### src/lfcb_defs.vh
`ifndef LFCB_DEFS_VH
`define LFCB_DEFS_VH

// control register page that holds the bank
`define LFCB_PAGE                  8'h01

// register offsets within the page, high byte at the lower address
`define LFCB_OFS_EFF_DEN2_HIGH     7'h0f
`define LFCB_OFS_EFF_DEN2_LOW      7'h10
`define LFCB_OFS_EFF_DEN4_HIGH     7'h11
`define LFCB_OFS_EFF_DEN4_LOW      7'h12
`define LFCB_OFS_EFF_DEN5_HIGH     7'h13
`define LFCB_OFS_EFF_DEN5_LOW      7'h14
`define LFCB_OFS_DEEMPH_NUM0_HIGH  7'h15
`define LFCB_OFS_DEEMPH_NUM0_LOW   7'h16
`define LFCB_OFS_DEEMPH_NUM1_HIGH  7'h17
`define LFCB_OFS_DEEMPH_NUM1_LOW   7'h18

// first and last offset of the bank
`define LFCB_OFS_FIRST             `LFCB_OFS_EFF_DEN2_HIGH
`define LFCB_OFS_LAST              `LFCB_OFS_DEEMPH_NUM1_LOW

// reset values
`define LFCB_RST_EFF_DEN2_HIGH     8'h84
`define LFCB_RST_EFF_DEN2_LOW      8'hee
`define LFCB_RST_EFF_DEN4_HIGH     8'h7d
`define LFCB_RST_EFF_DEN4_LOW      8'h83
`define LFCB_RST_EFF_DEN5_HIGH     8'h84
`define LFCB_RST_EFF_DEN5_LOW      8'hee
`define LFCB_RST_DEEMPH_NUM0_HIGH  8'h39
`define LFCB_RST_DEEMPH_NUM0_LOW   8'h55
`define LFCB_RST_DEEMPH_NUM1_HIGH  8'hf3
`define LFCB_RST_DEEMPH_NUM1_LOW   8'h2d

// bank geometry
`define LFCB_NUM_REGS              10
`define LFCB_IDX_W                 4
`define LFCB_REG_W                 8
`define LFCB_COEF_W                16

// slot of each register inside the byte store
`define LFCB_IDX_EFF_DEN2_HIGH     4'h0
`define LFCB_IDX_EFF_DEN2_LOW      4'h1
`define LFCB_IDX_EFF_DEN4_HIGH     4'h2
`define LFCB_IDX_EFF_DEN4_LOW      4'h3
`define LFCB_IDX_EFF_DEN5_HIGH     4'h4
`define LFCB_IDX_EFF_DEN5_LOW      4'h5
`define LFCB_IDX_DEEMPH_NUM0_HIGH  4'h6
`define LFCB_IDX_DEEMPH_NUM0_LOW   4'h7
`define LFCB_IDX_DEEMPH_NUM1_HIGH  4'h8
`define LFCB_IDX_DEEMPH_NUM1_LOW   4'h9

// read data shown while no read is answered
`define LFCB_RDATA_IDLE            8'h00

`endif

### src/lfcb_coeff_bank.v
`timescale 1ns/1ps
`default_nettype none
`include "lfcb_defs.vh"

module lfcb_coeff_bank (
  input  wire        core_clk,                     // device clock, 50 MHz
  input  wire        rst,                          // sync reset, active high
  input  wire [7:0]  reg_page,                     // selected register page
  input  wire [6:0]  reg_addr,                     // register address in page
  input  wire        reg_wr,                       // write strobe, one cycle
  input  wire        reg_rd,                       // read strobe, one cycle
  input  wire [7:0]  reg_wdata,                    // write data byte
  output wire        reg_sel,                      // address is in this bank
  output wire [7:0]  reg_rdata,                    // read data, registered
  output wire        reg_ack,                      // access answered pulse
  output wire [15:0] coef_effects_denominator_two, // signed coefficient
  output wire [15:0] coef_effects_denominator_four,// signed coefficient
  output wire [15:0] coef_effects_denominator_five,// signed coefficient
  output wire [15:0] coef_deemph_numerator_zero,   // signed coefficient
  output wire [15:0] coef_deemph_numerator_one     // signed coefficient
);

  // page check; other pages never reach the store
  function lfcb_page_ok;
    input [7:0] page;
    begin
      lfcb_page_ok = (page == `LFCB_PAGE);
    end
  endfunction

  // address range of the bank inside its page
  function lfcb_addr_in_bank;
    input [6:0] addr;
    begin
      lfcb_addr_in_bank = (addr >= `LFCB_OFS_FIRST) &&
                          (addr <= `LFCB_OFS_LAST);
    end
  endfunction

  // page and address decode, shared by the read and write paths
  function lfcb_hit;
    input [7:0] page;
    input [6:0] addr;
    begin
      lfcb_hit = lfcb_page_ok(page) && lfcb_addr_in_bank(addr);
    end
  endfunction

  // byte index inside the bank, valid only when lfcb_hit is true
  function [3:0] lfcb_index;
    input [6:0] addr;
    reg   [6:0] diff;
    begin
      diff       = addr - `LFCB_OFS_FIRST;
      lfcb_index = diff[3:0];
    end
  endfunction

  // reset byte for each bank slot
  function [7:0] lfcb_reset_byte;
    input [3:0] idx;
    begin
      case (idx)
        4'h0:    lfcb_reset_byte = `LFCB_RST_EFF_DEN2_HIGH;
        4'h1:    lfcb_reset_byte = `LFCB_RST_EFF_DEN2_LOW;
        4'h2:    lfcb_reset_byte = `LFCB_RST_EFF_DEN4_HIGH;
        4'h3:    lfcb_reset_byte = `LFCB_RST_EFF_DEN4_LOW;
        4'h4:    lfcb_reset_byte = `LFCB_RST_EFF_DEN5_HIGH;
        4'h5:    lfcb_reset_byte = `LFCB_RST_EFF_DEN5_LOW;
        4'h6:    lfcb_reset_byte = `LFCB_RST_DEEMPH_NUM0_HIGH;
        4'h7:    lfcb_reset_byte = `LFCB_RST_DEEMPH_NUM0_LOW;
        4'h8:    lfcb_reset_byte = `LFCB_RST_DEEMPH_NUM1_HIGH;
        4'h9:    lfcb_reset_byte = `LFCB_RST_DEEMPH_NUM1_LOW;
        default: lfcb_reset_byte = 8'h00;
      endcase
    end
  endfunction

  // coefficient assembly, high byte above low byte
  function [`LFCB_COEF_W-1:0] lfcb_join;
    input [`LFCB_REG_W-1:0] high_byte;
    input [`LFCB_REG_W-1:0] low_byte;
    begin
      lfcb_join = {high_byte, low_byte};
    end
  endfunction

  // one-hot write select; a clear mask leaves every byte as it was, so
  // a write never spills into the partner byte of its coefficient
  function [`LFCB_NUM_REGS-1:0] lfcb_write_mask;
    input [3:0] slot;
    input       en;
    integer     k;
    begin
      lfcb_write_mask = {`LFCB_NUM_REGS{1'b0}};
      for (k = 0; k < `LFCB_NUM_REGS; k = k + 1) begin
        if (en && (slot == k[3:0])) begin
          lfcb_write_mask[k] = 1'b1;
        end
      end
    end
  endfunction

  // byte store and its next value; every flop reloads on every edge
  reg  [7:0]  coef_q [0:`LFCB_NUM_REGS-1];
  reg  [7:0]  coef_d [0:`LFCB_NUM_REGS-1];
  // answer registers for the read data and the access pulse
  reg  [7:0]  rdata_q;
  reg  [7:0]  rdata_d;
  reg         ack_q;
  reg         ack_d;
  // decode results
  wire        hit;
  wire [3:0]  idx;
  wire        wr_hit;
  wire        rd_hit;
  wire [`LFCB_NUM_REGS-1:0] wr_mask;
  integer     i;
  integer     j;

  // named byte views of the store, one pair per coefficient
  wire [7:0]  den2_hi;
  wire [7:0]  den2_lo;
  wire [7:0]  den4_hi;
  wire [7:0]  den4_lo;
  wire [7:0]  den5_hi;
  wire [7:0]  den5_lo;
  wire [7:0]  num0_hi;
  wire [7:0]  num0_lo;
  wire [7:0]  num1_hi;
  wire [7:0]  num1_lo;

  // one decoder serves both strobes
  assign hit     = lfcb_hit(reg_page, reg_addr);
  assign idx     = lfcb_index(reg_addr);
  assign reg_sel = hit;
  assign wr_hit  = reg_wr & hit;
  assign rd_hit  = reg_rd & hit;
  assign wr_mask = lfcb_write_mask(idx, wr_hit);

  // next byte values: only the masked byte takes the write data, the
  // partner half of a coefficient keeps its value; software updating a
  // whole coefficient sees a mixed value between its two writes
  always @* begin
    for (j = 0; j < `LFCB_NUM_REGS; j = j + 1) begin
      if (wr_mask[j]) begin
        coef_d[j] = reg_wdata;
      end else begin
        coef_d[j] = coef_q[j];
      end
    end
  end

  // byte store, loaded with the reset bytes while rst is high
  always @(posedge core_clk) begin
    if (rst) begin
      for (i = 0; i < `LFCB_NUM_REGS; i = i + 1) begin
        coef_q[i] <= lfcb_reset_byte(i[3:0]);
      end
    end else begin
      for (i = 0; i < `LFCB_NUM_REGS; i = i + 1) begin
        coef_q[i] <= coef_d[i];
      end
    end
  end

  // read data: a read in the same cycle as a write returns the old
  // byte, because the store only changes at the end of that cycle
  always @* begin
    rdata_d = `LFCB_RDATA_IDLE;
    if (rd_hit) begin
      rdata_d = coef_q[idx];
    end
  end

  // answer pulse for any access that lands in the bank; unmapped
  // accesses get none, so a master can tell a miss from a hit
  always @* begin
    ack_d = rd_hit | wr_hit;
  end

  // answer flops: data and pulse stand for exactly one cycle
  always @(posedge core_clk) begin
    if (rst) begin
      rdata_q <= `LFCB_RDATA_IDLE;
      ack_q   <= 1'b0;
    end else begin
      rdata_q <= rdata_d;
      ack_q   <= ack_d;
    end
  end

  // read data and answer pulse come straight from flops
  assign reg_rdata = rdata_q;
  assign reg_ack   = ack_q;

  // named byte views, high byte at the lower address of each pair
  assign den2_hi = coef_q[`LFCB_IDX_EFF_DEN2_HIGH];
  assign den2_lo = coef_q[`LFCB_IDX_EFF_DEN2_LOW];
  assign den4_hi = coef_q[`LFCB_IDX_EFF_DEN4_HIGH];
  assign den4_lo = coef_q[`LFCB_IDX_EFF_DEN4_LOW];
  assign den5_hi = coef_q[`LFCB_IDX_EFF_DEN5_HIGH];
  assign den5_lo = coef_q[`LFCB_IDX_EFF_DEN5_LOW];
  assign num0_hi = coef_q[`LFCB_IDX_DEEMPH_NUM0_HIGH];
  assign num0_lo = coef_q[`LFCB_IDX_DEEMPH_NUM0_LOW];
  assign num1_hi = coef_q[`LFCB_IDX_DEEMPH_NUM1_HIGH];
  assign num1_lo = coef_q[`LFCB_IDX_DEEMPH_NUM1_LOW];

  // coefficients to the filter datapath, two's complement
  assign coef_effects_denominator_two  = lfcb_join(den2_hi, den2_lo);
  assign coef_effects_denominator_four = lfcb_join(den4_hi, den4_lo);
  assign coef_effects_denominator_five = lfcb_join(den5_hi, den5_lo);
  assign coef_deemph_numerator_zero    = lfcb_join(num0_hi, num0_lo);
  assign coef_deemph_numerator_one     = lfcb_join(num1_hi, num1_lo);

endmodule
`default_nettype wire

### config.mk
export PLATFORM = sky130hd
export DESIGN_NAME = lfcb_coeff_bank
export DESIGN_NICKNAME = d
export VERILOG_FILES = /design/src/lfcb_coeff_bank.v
export VERILOG_INCLUDE_DIRS = /design/src
export SDC_FILE = /design/constraint.sdc
export NUM_CORES = 1
export LEC_CHECK = 0
export BUFFER_PORTS_ARGS = -buffer_cell sky130_fd_sc_hd__buf_2
export CELL_PAD_IN_SITES_DETAIL_PLACEMENT = 0
export CELL_PAD_IN_SITES_GLOBAL_PLACEMENT = 1
export CORE_MARGIN = 8
export CORE_UTILIZATION = 42
export CTS_BUF_LIST = sky130_fd_sc_hd__clkbuf_4
export DETAILED_ROUTE_END_ITERATION = 8
export GPL_ROUTABILITY_DRIVEN = 0
export PLACE_DENSITY_LB_ADDON = 0.1
export SYNTH_ARGS = -nofsm -noshare
export SYNTH_HDL_FRONTEND = slang
export SYNTH_SLANG_ARGS = --single-unit
### constraint.sdc
create_clock -name core_clk -period 3.6 [get_ports core_clk]
set_clock_uncertainty 0.15 [all_clocks]
set_input_delay 0.18 -clock core_clk [delete_from_list [all_inputs] [get_ports core_clk]]
set_output_delay 0.18 -clock core_clk [all_outputs]
set_load 0.02 [all_outputs]
# Word level (Yosys, flattened, before mapping)
# Memories as Yosys holds them, arrays and structs flattened. A register that Yosys moved wholly into a read port is not among the register bits.
# Cells that the tools add are included.
# totals
regBits	1
ram_bits	80
in_bits	27
out_inout_bits	90
elab_cells	104
n_memories	1
# memory_table
name	words	width	rd	rd_ports_with_merged_regs	wr	line_no	source
coef_q	10	8	11	1	10	lfcb_coeff_bank.v:105	reg [7:0] coef_q [0:`LFCB_NUM_REGS-1];
# classes
addsub	1
n_lt_le_gt_ge	2
n_eq_ne	20
n_mux	41
bitwise	14
n_reduce_logical	24
# op_table
operator	n
$mux 8	28
$reduce_and 2->1	10
$eq 4x3->1 const B	4
$mux 1	13
$logic_and 1x1->1	12
$or 1x1->1	11
$ne 1x1->1 const B	10
$eq 4x2->1 const B	2
$eq 4x4->1 const B	2
$eq 8x1->1 const B	1
$ge 7x4->1 const B	1
$le 7x5->1 const B	1
$eq 4x1->1 const B	1
$logic_not 4->1	1
$sub 4x4->4 const B	1
$and 1x1->1	2
$reduce_or 2->1	1
$not 1->1	1

# Logic depth before layout (Yosys ltp)
# Gate-level depths: netlist of run 1.
# depth
ltp_word	9
ltp_mapped	10
mapped_depth_nobuf	6

# Worst setup path after synthesis of run 1
# Ideal clock, no wire load.
# synth_path
path_type	input to register
start	in reg_addr[0]
end	reg rdata_q[1], in the netlist reg_rdata[1] (read register of coef_q)
setup_time_ns	0.144
arrival_time_ns	2.516
required_ns	3.306
setup_slack_ns	0.790
path_stages	10
n_path_buf	5
cell_sequence	buf_4 > buf_1 > clkbuf_1 > inv_1 > ha_1 > clkbuf_1 > clkbuf_1 > mux4_2 > mux2i_1 > a211oi_2
# synth_via
elab_chain_cells	6
elab_cells_between_ends	8
classes_between	add/sub: 1; order compare: 2; bitwise: 2; reduce/logical: 3
# synth_lines
item	line_no	source
start: declaration	lfcb_coeff_bank.v:9	input wire [6:0] reg_addr,
$ge 7x4->1 (no source line) or $le 7x5->1 (tied branches)	n/a	
$logic_and 1x1->1	lfcb_coeff_bank.v:35	lfcb_addr_in_bank = (addr >= `LFCB_OFS_FIRST) &&
$logic_and 1x1->1	lfcb_coeff_bank.v:45	lfcb_hit = lfcb_page_ok(page) && lfcb_addr_in_bank(addr);
$and 1x1->1	lfcb_coeff_bank.v:138	assign rd_hit = reg_rd & hit;
$not 1->1 (no source line)	n/a	
$reduce_or 2->1 (no source line)	n/a	
end: declaration	lfcb_coeff_bank.v:108	reg [7:0] rdata_q;
# Parallel ways exist; a longest one is shown, timed or not.
# A chain may end at the register's enable or synchronous reset.

==> impl_metrics.tcl, run 1 <==
set metrics [dict create \
    drt_iter0_drc 156 \
    r2r_cells 3 \
    dp_cells 632 \
    initial_core_util_pct 42.6 \
    cp-endpoint "coef_q[6][5]" \
    post_cts_resize_count 0 \
    grt_pass1_vias 3455 \
    antenna_found_initial 0 \
    hold_viol 0 \
    crit_fanout 9 \
    fill_cells 944 \
    r2r-end "reg_rdata[5]" \
    maxSlewHeadroom_pct 42.4 \
    final_cell_mix "buf_2, dfxtp_1, mux2i_1" \
    period_needed_ns 2.05 \
    rsz0062_at_grt "no" \
    ys_ff_latch 89 \
    ir_drop_mv 0.174 \
    syn_nets 429 \
    synthCells 398 \
    clockRootBuffer "clkbuf_4" \
    drv_slew 0 \
    endpoint_kind "flip-flop" \
    synth-main-ff-cell "dfxtp_1" \
    setup-tns-final_ns 0 \
    vias_per_cell 5.20 \
    p_total_mw 1.76 \
    max_freq_mhz 489 \
    finalSetupViolCount 0 \
    cp_data_arrival_time_ns 2.26 \
    ctsHoldBuffers 10 \
    cts_tree "done" \
    clkTransAtPathRegs_ns 0.14 \
    antenna_left 0 \
    grt.overflow.total 0 \
    syn2layout_area_growth_pct 21.4 \
    p_leak_nw 2.39 \
    final_common_cell "buf_2" \
    worst_pin_slew_ns 0.861 \
    die_area_sq_um 13800 \
    avgSynthCellArea_sq_um 10.8 \
    ctsLongestPathBuffers 2 \
    grt_start_max_net_pins 46 \
    hold_slack_ns 0.0291 \
    numCtsBuffers 9 \
    powerDensity_nw_per_um2 335 \
    grt.total_usage_pct 18.3 \
    synth_seq_area_share_pct 41.3 \
    drive_above_1_share_pct 34.2 \
    io_buffers 116 \
    synth_area_sq_um 4320 \
    htree_levels 3 \
    grt_pass1_wl_mm 20.1 \
    drt-total-wl_mm 12.7 \
    die_y_um 117 \
    worst_hold_path_type "in2reg" \
    antennaDiodeCount 0 \
    die-width_um 117 \
    nNetsFinal 548 \
    critPathLaunch "reg_addr[1]" \
    r2r_slack_ns 2.02 \
    synth_edf_count 0 \
    cts_setup_buffers 0 \
    dp_hpwl_mm 9.28 \
    vias 3419 \
    clkSinkCount 89 \
    pin_count 117 \
    ys_types 42 \
    status "completed" \
    finalNonFillerCells 657 \
    synth-async-reset-ratio_pct 0 \
    insertion_delay_ns 0.43 \
    core_area_sq_um 10100 \
    critPathLaunchType "input port" \
    drc_errors 0 \
    worstSetupPathType "in2reg" \
    wl_per_cell_um 19.4 \
    finalCritPeriodShare_pct 56.8 \
    yosys_warnings 0 \
    drv_cap 0 \
    rows 37 \
    crit_required_ns 3.81 \
    first_pass_iters 5 \
    r2r_start "coef_q[4][5]" \
]
==> layer usage <==
layer	global-route usage, %	vias up	part of all wire, %
met4	3.73	0	0.56
met2	27.7	90	45
met3	4.41	5	5.2
met5	0	-	0
li1	-	1650	-
met1	25.8	1674	49
==> synth_stat cells (3+ instances only) <==
cell type | n | area, sq um
a211oi_1 | 8 | 60.1
buf_2 | 6 | 30.0
ha_1 | 4 | 50.1
nor2_1 | 54 | 203
nand2_1 | 7 | 26.3
dfxtp_1 | 89 | 1780
nand2b_1 | 46 | 288
mux4_2 | 16 | 360
buf_4 | 3 | 22.5
mux2i_1 | 88 | 881
nor3_1 | 5 | 25.0
inv_1 | 3 | 11.3
a211oi_2 | 9 | 113
clkbuf_1 | 15 | 56.3
nand3_2 | 3 | 30.0
nor2b_1 | 9 | 56.3
==> area by class of cell <==
class                      count  area, sq um  share of cell area, %
inverter                       3         11.3                  0.215
tap                          136          170                   3.25
clock inverter                 6         67.6                   1.29
timing repair buffer         135          748                   14.3
multi-input combinational    279         2400                   45.7
sequential                    89         1780                   34.0
clock buffer                   9         67.6                   1.29
==> worst max-delay path: stages <==
cell and delay (ns):
buf_2 0.17, ha_1 0.32, nor3b_1 0.42, a41oi_2 0.15, nor4_4 0.56, buf_4 0.27, mux2i_1 0.19
==> kinds of logic (layout without fill, tap and decap cells) <==
| group | after synthesis | in the layout | synth area share, % |
|---|---|---|---|
| fa+ha+maj | 4 | 4 | 1.16 |
| compound gates | 27 | 27 | 6.32 |
| buf+inv | 30 | 153 | 3.39 |
| mux | 104 | 104 | 28.7 |
| xor+xnor | 2 | 2 | 0.406 |
| simple gates | 142 | 142 | 18.7 |
| flops | 89 | 89 | 41.3 |
==> state kept, by name (all words and copies together) (netlist names) <==
name	flops
reg_rdata	8
reg_ack	1
coef_q	80
==> through the flow <==
step / area (sq um) / worst slack (ns) / utilization [%]
after detailed placement: 5010 / 1.10 / 49.4
final: 5240 / 1.55 / 51.7
after floorplan: 4320 / 0.790 / -
after CTS: 5240 / 1.57 / 51.7
after global routing: 5240 / 1.44 / 51.7
after global placement: 5010 / 1.16 / 49.4
==> power by group <==
part	internal (mW)	switching, mW
Sequential	0.985	0.0000112
Clock	0.211	0.354
Combinational	0.0838	0.121
Total	1.28	0.475
==> worst min path at each step <==
stage                       from      endpoint  slack (ns)  depth (start not counted)
floorplan                 reg_rd       reg_ack        0.20                          2
global placement    coef_q[7][1]  coef_q[7][1]        0.33                          2
detailed placement        reg_rd       reg_ack        0.33                          3
CTS                  reg_page[6]       reg_ack        0.02                          5
global route         reg_page[6]       reg_ack        0.06                          5
finish               reg_page[6]       reg_ack        0.03                          5
Note: power is estimated with default switching activity, not from simulation.
==> inputs of run 2 (changes only) <==
--- a/config.mk
+++ b/config.mk
@@ -10,7 +10,7 @@
 export CELL_PAD_IN_SITES_DETAIL_PLACEMENT = 0
 export CELL_PAD_IN_SITES_GLOBAL_PLACEMENT = 1
 export CORE_MARGIN = 8
-export CORE_UTILIZATION = 42
+export CORE_UTILIZATION = 38
 export CTS_BUF_LIST = sky130_fd_sc_hd__clkbuf_4
 export DETAILED_ROUTE_END_ITERATION = 8
 export GPL_ROUTABILITY_DRIVEN = 0
==> constraint.sdc (replaced) <==
create_clock -name core_clk -period 1.7 [get_ports core_clk]
set_clock_uncertainty 0.15 [all_clocks]
set_input_delay 0.085 -clock core_clk [delete_from_list [all_inputs] [get_ports core_clk]]
set_output_delay 0.085 -clock core_clk [all_outputs]
set_load 0.02 [all_outputs]
==> impl_metrics.tcl, run 2 (synthesis gave the netlist of run 1 again) <==
set metrics [dict create \
    final_cell_mix "buf_2, dfxtp_1, mux2i_1" \
    grt_pass1_vias 3831 \
    multi_input_area_sq_um 2460 \
    antenna_left 0 \
    critPathSlowestCell "dlygate4sd3_1" \
    clkSinkCount 89 \
    grt.total_usage_pct 18.5 \
    grt.overflow.total 0 \
    drt_iter0_drc 196 \
    worst_pin_slew_ns 0.497 \
    setup-tns-final_ns 0 \
    die-width_um 123 \
    wl_per_cell_um 19.1 \
    antennaDiodeCount 0 \
    drv_slew 0 \
    p_leak_nw 2.65 \
    slowest_delay_ns 0.57 \
    first_pass_iters 5 \
    cts_setup_buffers 0 \
    rows 39 \
    period_needed_ns 1.59 \
    vias_per_cell 5.06 \
    antenna_found_initial 0 \
    syn2layout_area_growth_pct 32.9 \
    drive_above_1_share_pct 40.4 \
    endpoint_kind "flip-flop" \
    rsz0062_at_grt "no" \
    hold_viol 0 \
    dp_hpwl_mm 10.2 \
    finalCritPeriodShare_pct 93.8 \
    ir_drop_mv 0.408 \
    drt-total-wl_mm 13.5 \
    largest-register "coef_q" \
    fin_util_pct 50.9 \
    powerDensity_nw_per_um2 671 \
    pin_count 117 \
    finalSetupViolCount 0 \
    die_y_um 123 \
    die_area_sq_um 15000 \
    crit_required_ns 1.94 \
    nNetsFinal 591 \
    clkTransAtPathRegs_ns 0.16 \
    worstSetupPathType "in2reg" \
    worst_hold_path_type "in2reg" \
    drv_cap 0 \
    hold_slack_ns 0.0429 \
    ctsLongestPathBuffers 2 \
    cts_tree "done" \
    insertion_delay_ns 0.45 \
    initial_core_util_pct 38.3 \
    io_buffers 116 \
    grt_start_max_net_pins 85 \
    maxSlewHeadroom_pct 66.7 \
    fill_cells 1040 \
    final_common_cell "buf_2" \
    seqCellArea_sq_um 1780 \
    status "completed" \
    core_area_sq_um 11300 \
    path_cells "buf_2 > ha_1 > a211oi_2 > or2_4 > buf_4 > nor3_2 > nor3b_1 > dlygate4sd3_1" \
    clockRootBuffer "clkbuf_4" \
    vias 3580 \
    drc_errors 0 \
    grt_pass1_wl_mm 21.3 \
    htree_levels 3 \
    crit_fanout 6 \
    critPathLaunchType "input port" \
    largest_register_ffs 80 \
    max_freq_mhz 627 \
    cp_data_arrival_time_ns 1.83 \
    numCtsBuffers 9 \
]
run 2: where the power goes:
| group | switching (mW) | internal [mW] | leakage, nW | total, mW |
|---|---|---|---|---|
| combinational | 0.269 | 0.256 | 1.85 | 0.525 |
| clock | 0.773 | 0.465 | 0.0822 | 1.24 |
| sequential | 0.0000265 | 2.09 | 0.718 | 2.09 |
run 2: worst max-delay path, delay by kind of cell:
kind	cells	cell delay (ns)
AND/OR/NAND/NOR	3	0.64
AO/OA/AOI/OAI	1	0.06
buffers and inverters	3	0.83
adder cells (fa/ha/maj)	1	0.22
run 2: path summary, 6_finish.rpt:
kind | start | endpoint | slack [ns] | cells after the start
setup reg to reg | coef_q[6][5] | reg_rdata[5] | 0.21 | 3
hold reg to reg | coef_q[4][0] | coef_q[4][0] | 0.35 | 2
setup / recovery | reg_addr[0] | reg_ack | 0.11 | 8
hold / removal | reg_page[6] | reg_rdata[1] | 0.04 | 5
run 2: stage by stage:
| step | power (mW) | setup slack (ns) | cell area (sq um) | cells |
|---|---|---|---|---|
| after floorplan | 2.44 | -0.351 | 4430 | 398 |
| after global placement | 2.64 | -0.235 | 5480 | 681 |
| after detailed placement | 2.64 | -0.238 | 5480 | 681 |
| after CTS | 3.88 | 0.0796 | 5740 | 708 |
| after global routing | 4.01 | 0.0311 | 5740 | 708 |
| final | 3.85 | 0.106 | 5740 | 708 |
run 2: repair_timing:
action / CTS / global route
gates resized for setup: 0 / 1
hold buffers: 11 / 0
hold endpoints to repair: 89 / 0
endpoints found under the setup margin: 0 / 1
run 2: layout make-up:
type | count | share of cell area [%]
Clock inverter | 7 | 1.35
Multi-Input combinational cell | 279 | 42.8
Inverter | 3 | 0.240
Sequential cell | 89 | 31.1
Tap cell | 143 | 3.12
Clock buffer | 9 | 1.18
Timing Repair Buffer | 178 | 20.2
run 2: per-layer routing:
metal / part of all wire, % / track usage, %
met1: 46 / 24.4
met2: 47 / 30.0
met3: 6.1 / 4.69
met4: 0.80 / 4.34
met5: 0 / 0
==> inputs of run 3 (changes only) <==
--- a/config.mk
+++ b/config.mk
@@ -7,6 +7,7 @@
 export NUM_CORES = 1
 export LEC_CHECK = 0
 export BUFFER_PORTS_ARGS = -buffer_cell sky130_fd_sc_hd__buf_2
+export CAP_MARGIN = 10
 export CELL_PAD_IN_SITES_DETAIL_PLACEMENT = 0
 export CELL_PAD_IN_SITES_GLOBAL_PLACEMENT = 1
 export CORE_MARGIN = 8
==> constraint.sdc (replaced) <==
create_clock -name core_clk -period 1.3 [get_ports core_clk]
set_clock_uncertainty 0.15 [all_clocks]
set_input_delay 0.065 -clock core_clk [delete_from_list [all_inputs] [get_ports core_clk]]
set_output_delay 0.065 -clock core_clk [all_outputs]
set_load 0.02 [all_outputs]
==> impl_metrics.tcl, run 3 (synthesis gave the netlist of run 1 again) <==
set metrics [dict create \
    status "finished with violations" \
    violations "negative hold slack, negative setup slack" \
    r2r_start "coef_q[6][5]" \
    hold_viol 3 \
    clkTransAtPathRegs_ns 0.14 \
    clkSinkCount 89 \
    insertion_delay_ns 0.43 \
    p_total_mw 5.00 \
    die-width_um 123 \
    cts_tree "done" \
    die_y_um 123 \
    fin_ws_ns -0.0814 \
    first_pass_iters 4 \
    grt.total_usage_pct 19.3 \
    hold_slack_ns -0.0808 \
    r2r-end "reg_rdata[5]" \
    final_cell_mix "buf_4, mux2i_1, buf_6" \
    place_area_sq_um 5940 \
    drt-total-wl_mm 14.6 \
    min_to "reg_ack" \
    critPathLaunchType "flip-flop" \
    drive_above_1_share_pct 58.5 \
    maxSlewHeadroom_pct 66.4 \
    dp_cells 747 \
    syn2layout_area_growth_pct 60.4 \
    finalCritPeriodShare_pct 106 \
    numCtsBuffers 9 \
    worst_pin_slew_ns 0.502 \
    grt_pass1_vias 4094 \
    crit_fanout 2 \
    htree_levels 3 \
    worst_hold_path.num_cells 5 \
    finalSetupViolCount 20 \
    grt.overflow.total 0 \
    antenna_left 0 \
    crit_family "multiplexers" \
    path_cells "mux4_2 > mux2i_2 > a211oi_2" \
    place_ws_ns -0.622 \
    drt_iter0_drc 142 \
    p_leak_nw 3.17 \
    seqCellArea_sq_um 1860 \
    cp_data_arrival_time_ns 1.56 \
    core_area_sq_um 11300 \
    drv_cap 0 \
    drv_slew 0 \
    ctsLongestPathBuffers 2 \
    fin_util_pct 61.4 \
    dp_hpwl_mm 10.7 \
    drc_errors 0 \
    rows 39 \
    ctsHoldBuffers 12 \
    fill_cells 957 \
    crit_required_ns 1.48 \
    worstSetupPathType "reg2reg" \
    io_buffers 116 \
    r2r_cells 3 \
    path_buf_inv 0 \
    largest_register_ffs 80 \
    slowest_delay_ns 0.48 \
    pin_count 117 \
    min_from "reg_page[2]" \
    rsz0062_at_grt "yes" \
    final_area_sq_um 6930 \
    max_freq_mhz 724 \
    period_needed_ns 1.38 \
    antenna_found_initial 0 \
    die_area_sq_um 15000 \
    setup-tns-final_ns -0.735 \
    powerDensity_nw_per_um2 722 \
    grt_pass1_wl_mm 22.1 \
    multi_input_area_sq_um 2560 \
    vias_per_cell 4.98 \
    endpoint_kind "flip-flop" \
    r2r_slack_ns -0.08 \
    nNetsFinal 666 \
    largest-register "coef_q" \
    ir_drop_mv 0.373 \
    wl_per_cell_um 18.7 \
    finalNonFillerCells 782 \
    final_common_cell "buf_4" \
    critPathSlowestCell "mux4_2" \
    initial_core_util_pct 38.3 \
    grt_start_max_net_pins 33 \
    vias 3895 \
    clockRootBuffer "clkbuf_4" \
    worst_hold_path_type "in2reg" \
]
run 3: cell types whose count changed in the layout (fill, tap and decap cells not counted), sizes merged:
cell	before	now
clkinv	4	2
dlygate4sd3	11	12
clkinvlp	0	1
clkbuf	9	10
buf	167	240
bufbuf	0	1
inv	5	3
diode	0	1
run 3: layout make-up:
class	instances	area share (%)
diodes	1	0.0361
clock buffers	10	1.08
clock inverters	4	0.668
inverters	3	0.235
multi-input cells	279	37.0
flip-flops and latches	89	26.8
well taps	143	2.58
repair buffers	253	31.5
run 3: report_power, final:
part           internal (mW)  leakage [nW]  total [mW]  switching [mW]
clock                  0.580        0.0658        1.49           0.913
combinational          0.404          2.39       0.785           0.381
sequential              2.72         0.717        2.72       0.0000284
total                   3.71          3.17        5.00            1.29
run 3: how the worst max path moves through the flow:
| stage | from | endpoint | slack (ns) | cells past startpoint |
|---|---|---|---|---|
| 6_report | coef_q[6][5] | reg_rdata[5] | -0.08 | 3 |
| 2_1_floorplan | reg_addr[0] | coef_q[6][0] | -0.73 | 9 |
| 5_1_grt | coef_q[3][4] | reg_rdata[4] | -0.10 | 3 |
| 4_1_cts | coef_q[6][5] | reg_rdata[5] | -0.08 | 3 |
| 3_3_place_gp | reg_addr[1] | coef_q[8][1] | -0.62 | 8 |
| 3_5_place_dp | reg_addr[0] | coef_q[7][4] | -0.62 | 8 |
run 3: timing repair:
action	4_1_cts	5_1_grt
setup endpoints to repair	93	123
gates resized for setup	66	166
hold endpoints to repair	89	6
setup buffers	7	0
pin swaps	22	9
gates cloned	1	0
run 3: worst register-to-register path: cells and delay by family (launching register included):
kind	cells	cell delay, ns
multiplexers	2	0.69
flip-flops	1	0.35
AO/OA/AOI/OAI	1	0.09
run 3: routing by layer:
layer  global-route usage [%]  vias to the layer above  share of wire [%]
met4                     4.95                        0                1.2
met1                     24.3                     1887                 43
li1                         -                     1887                  -
met2                     32.5                      105                 49
met3                     4.60                       16                6.1
met5                        0                        -                  0
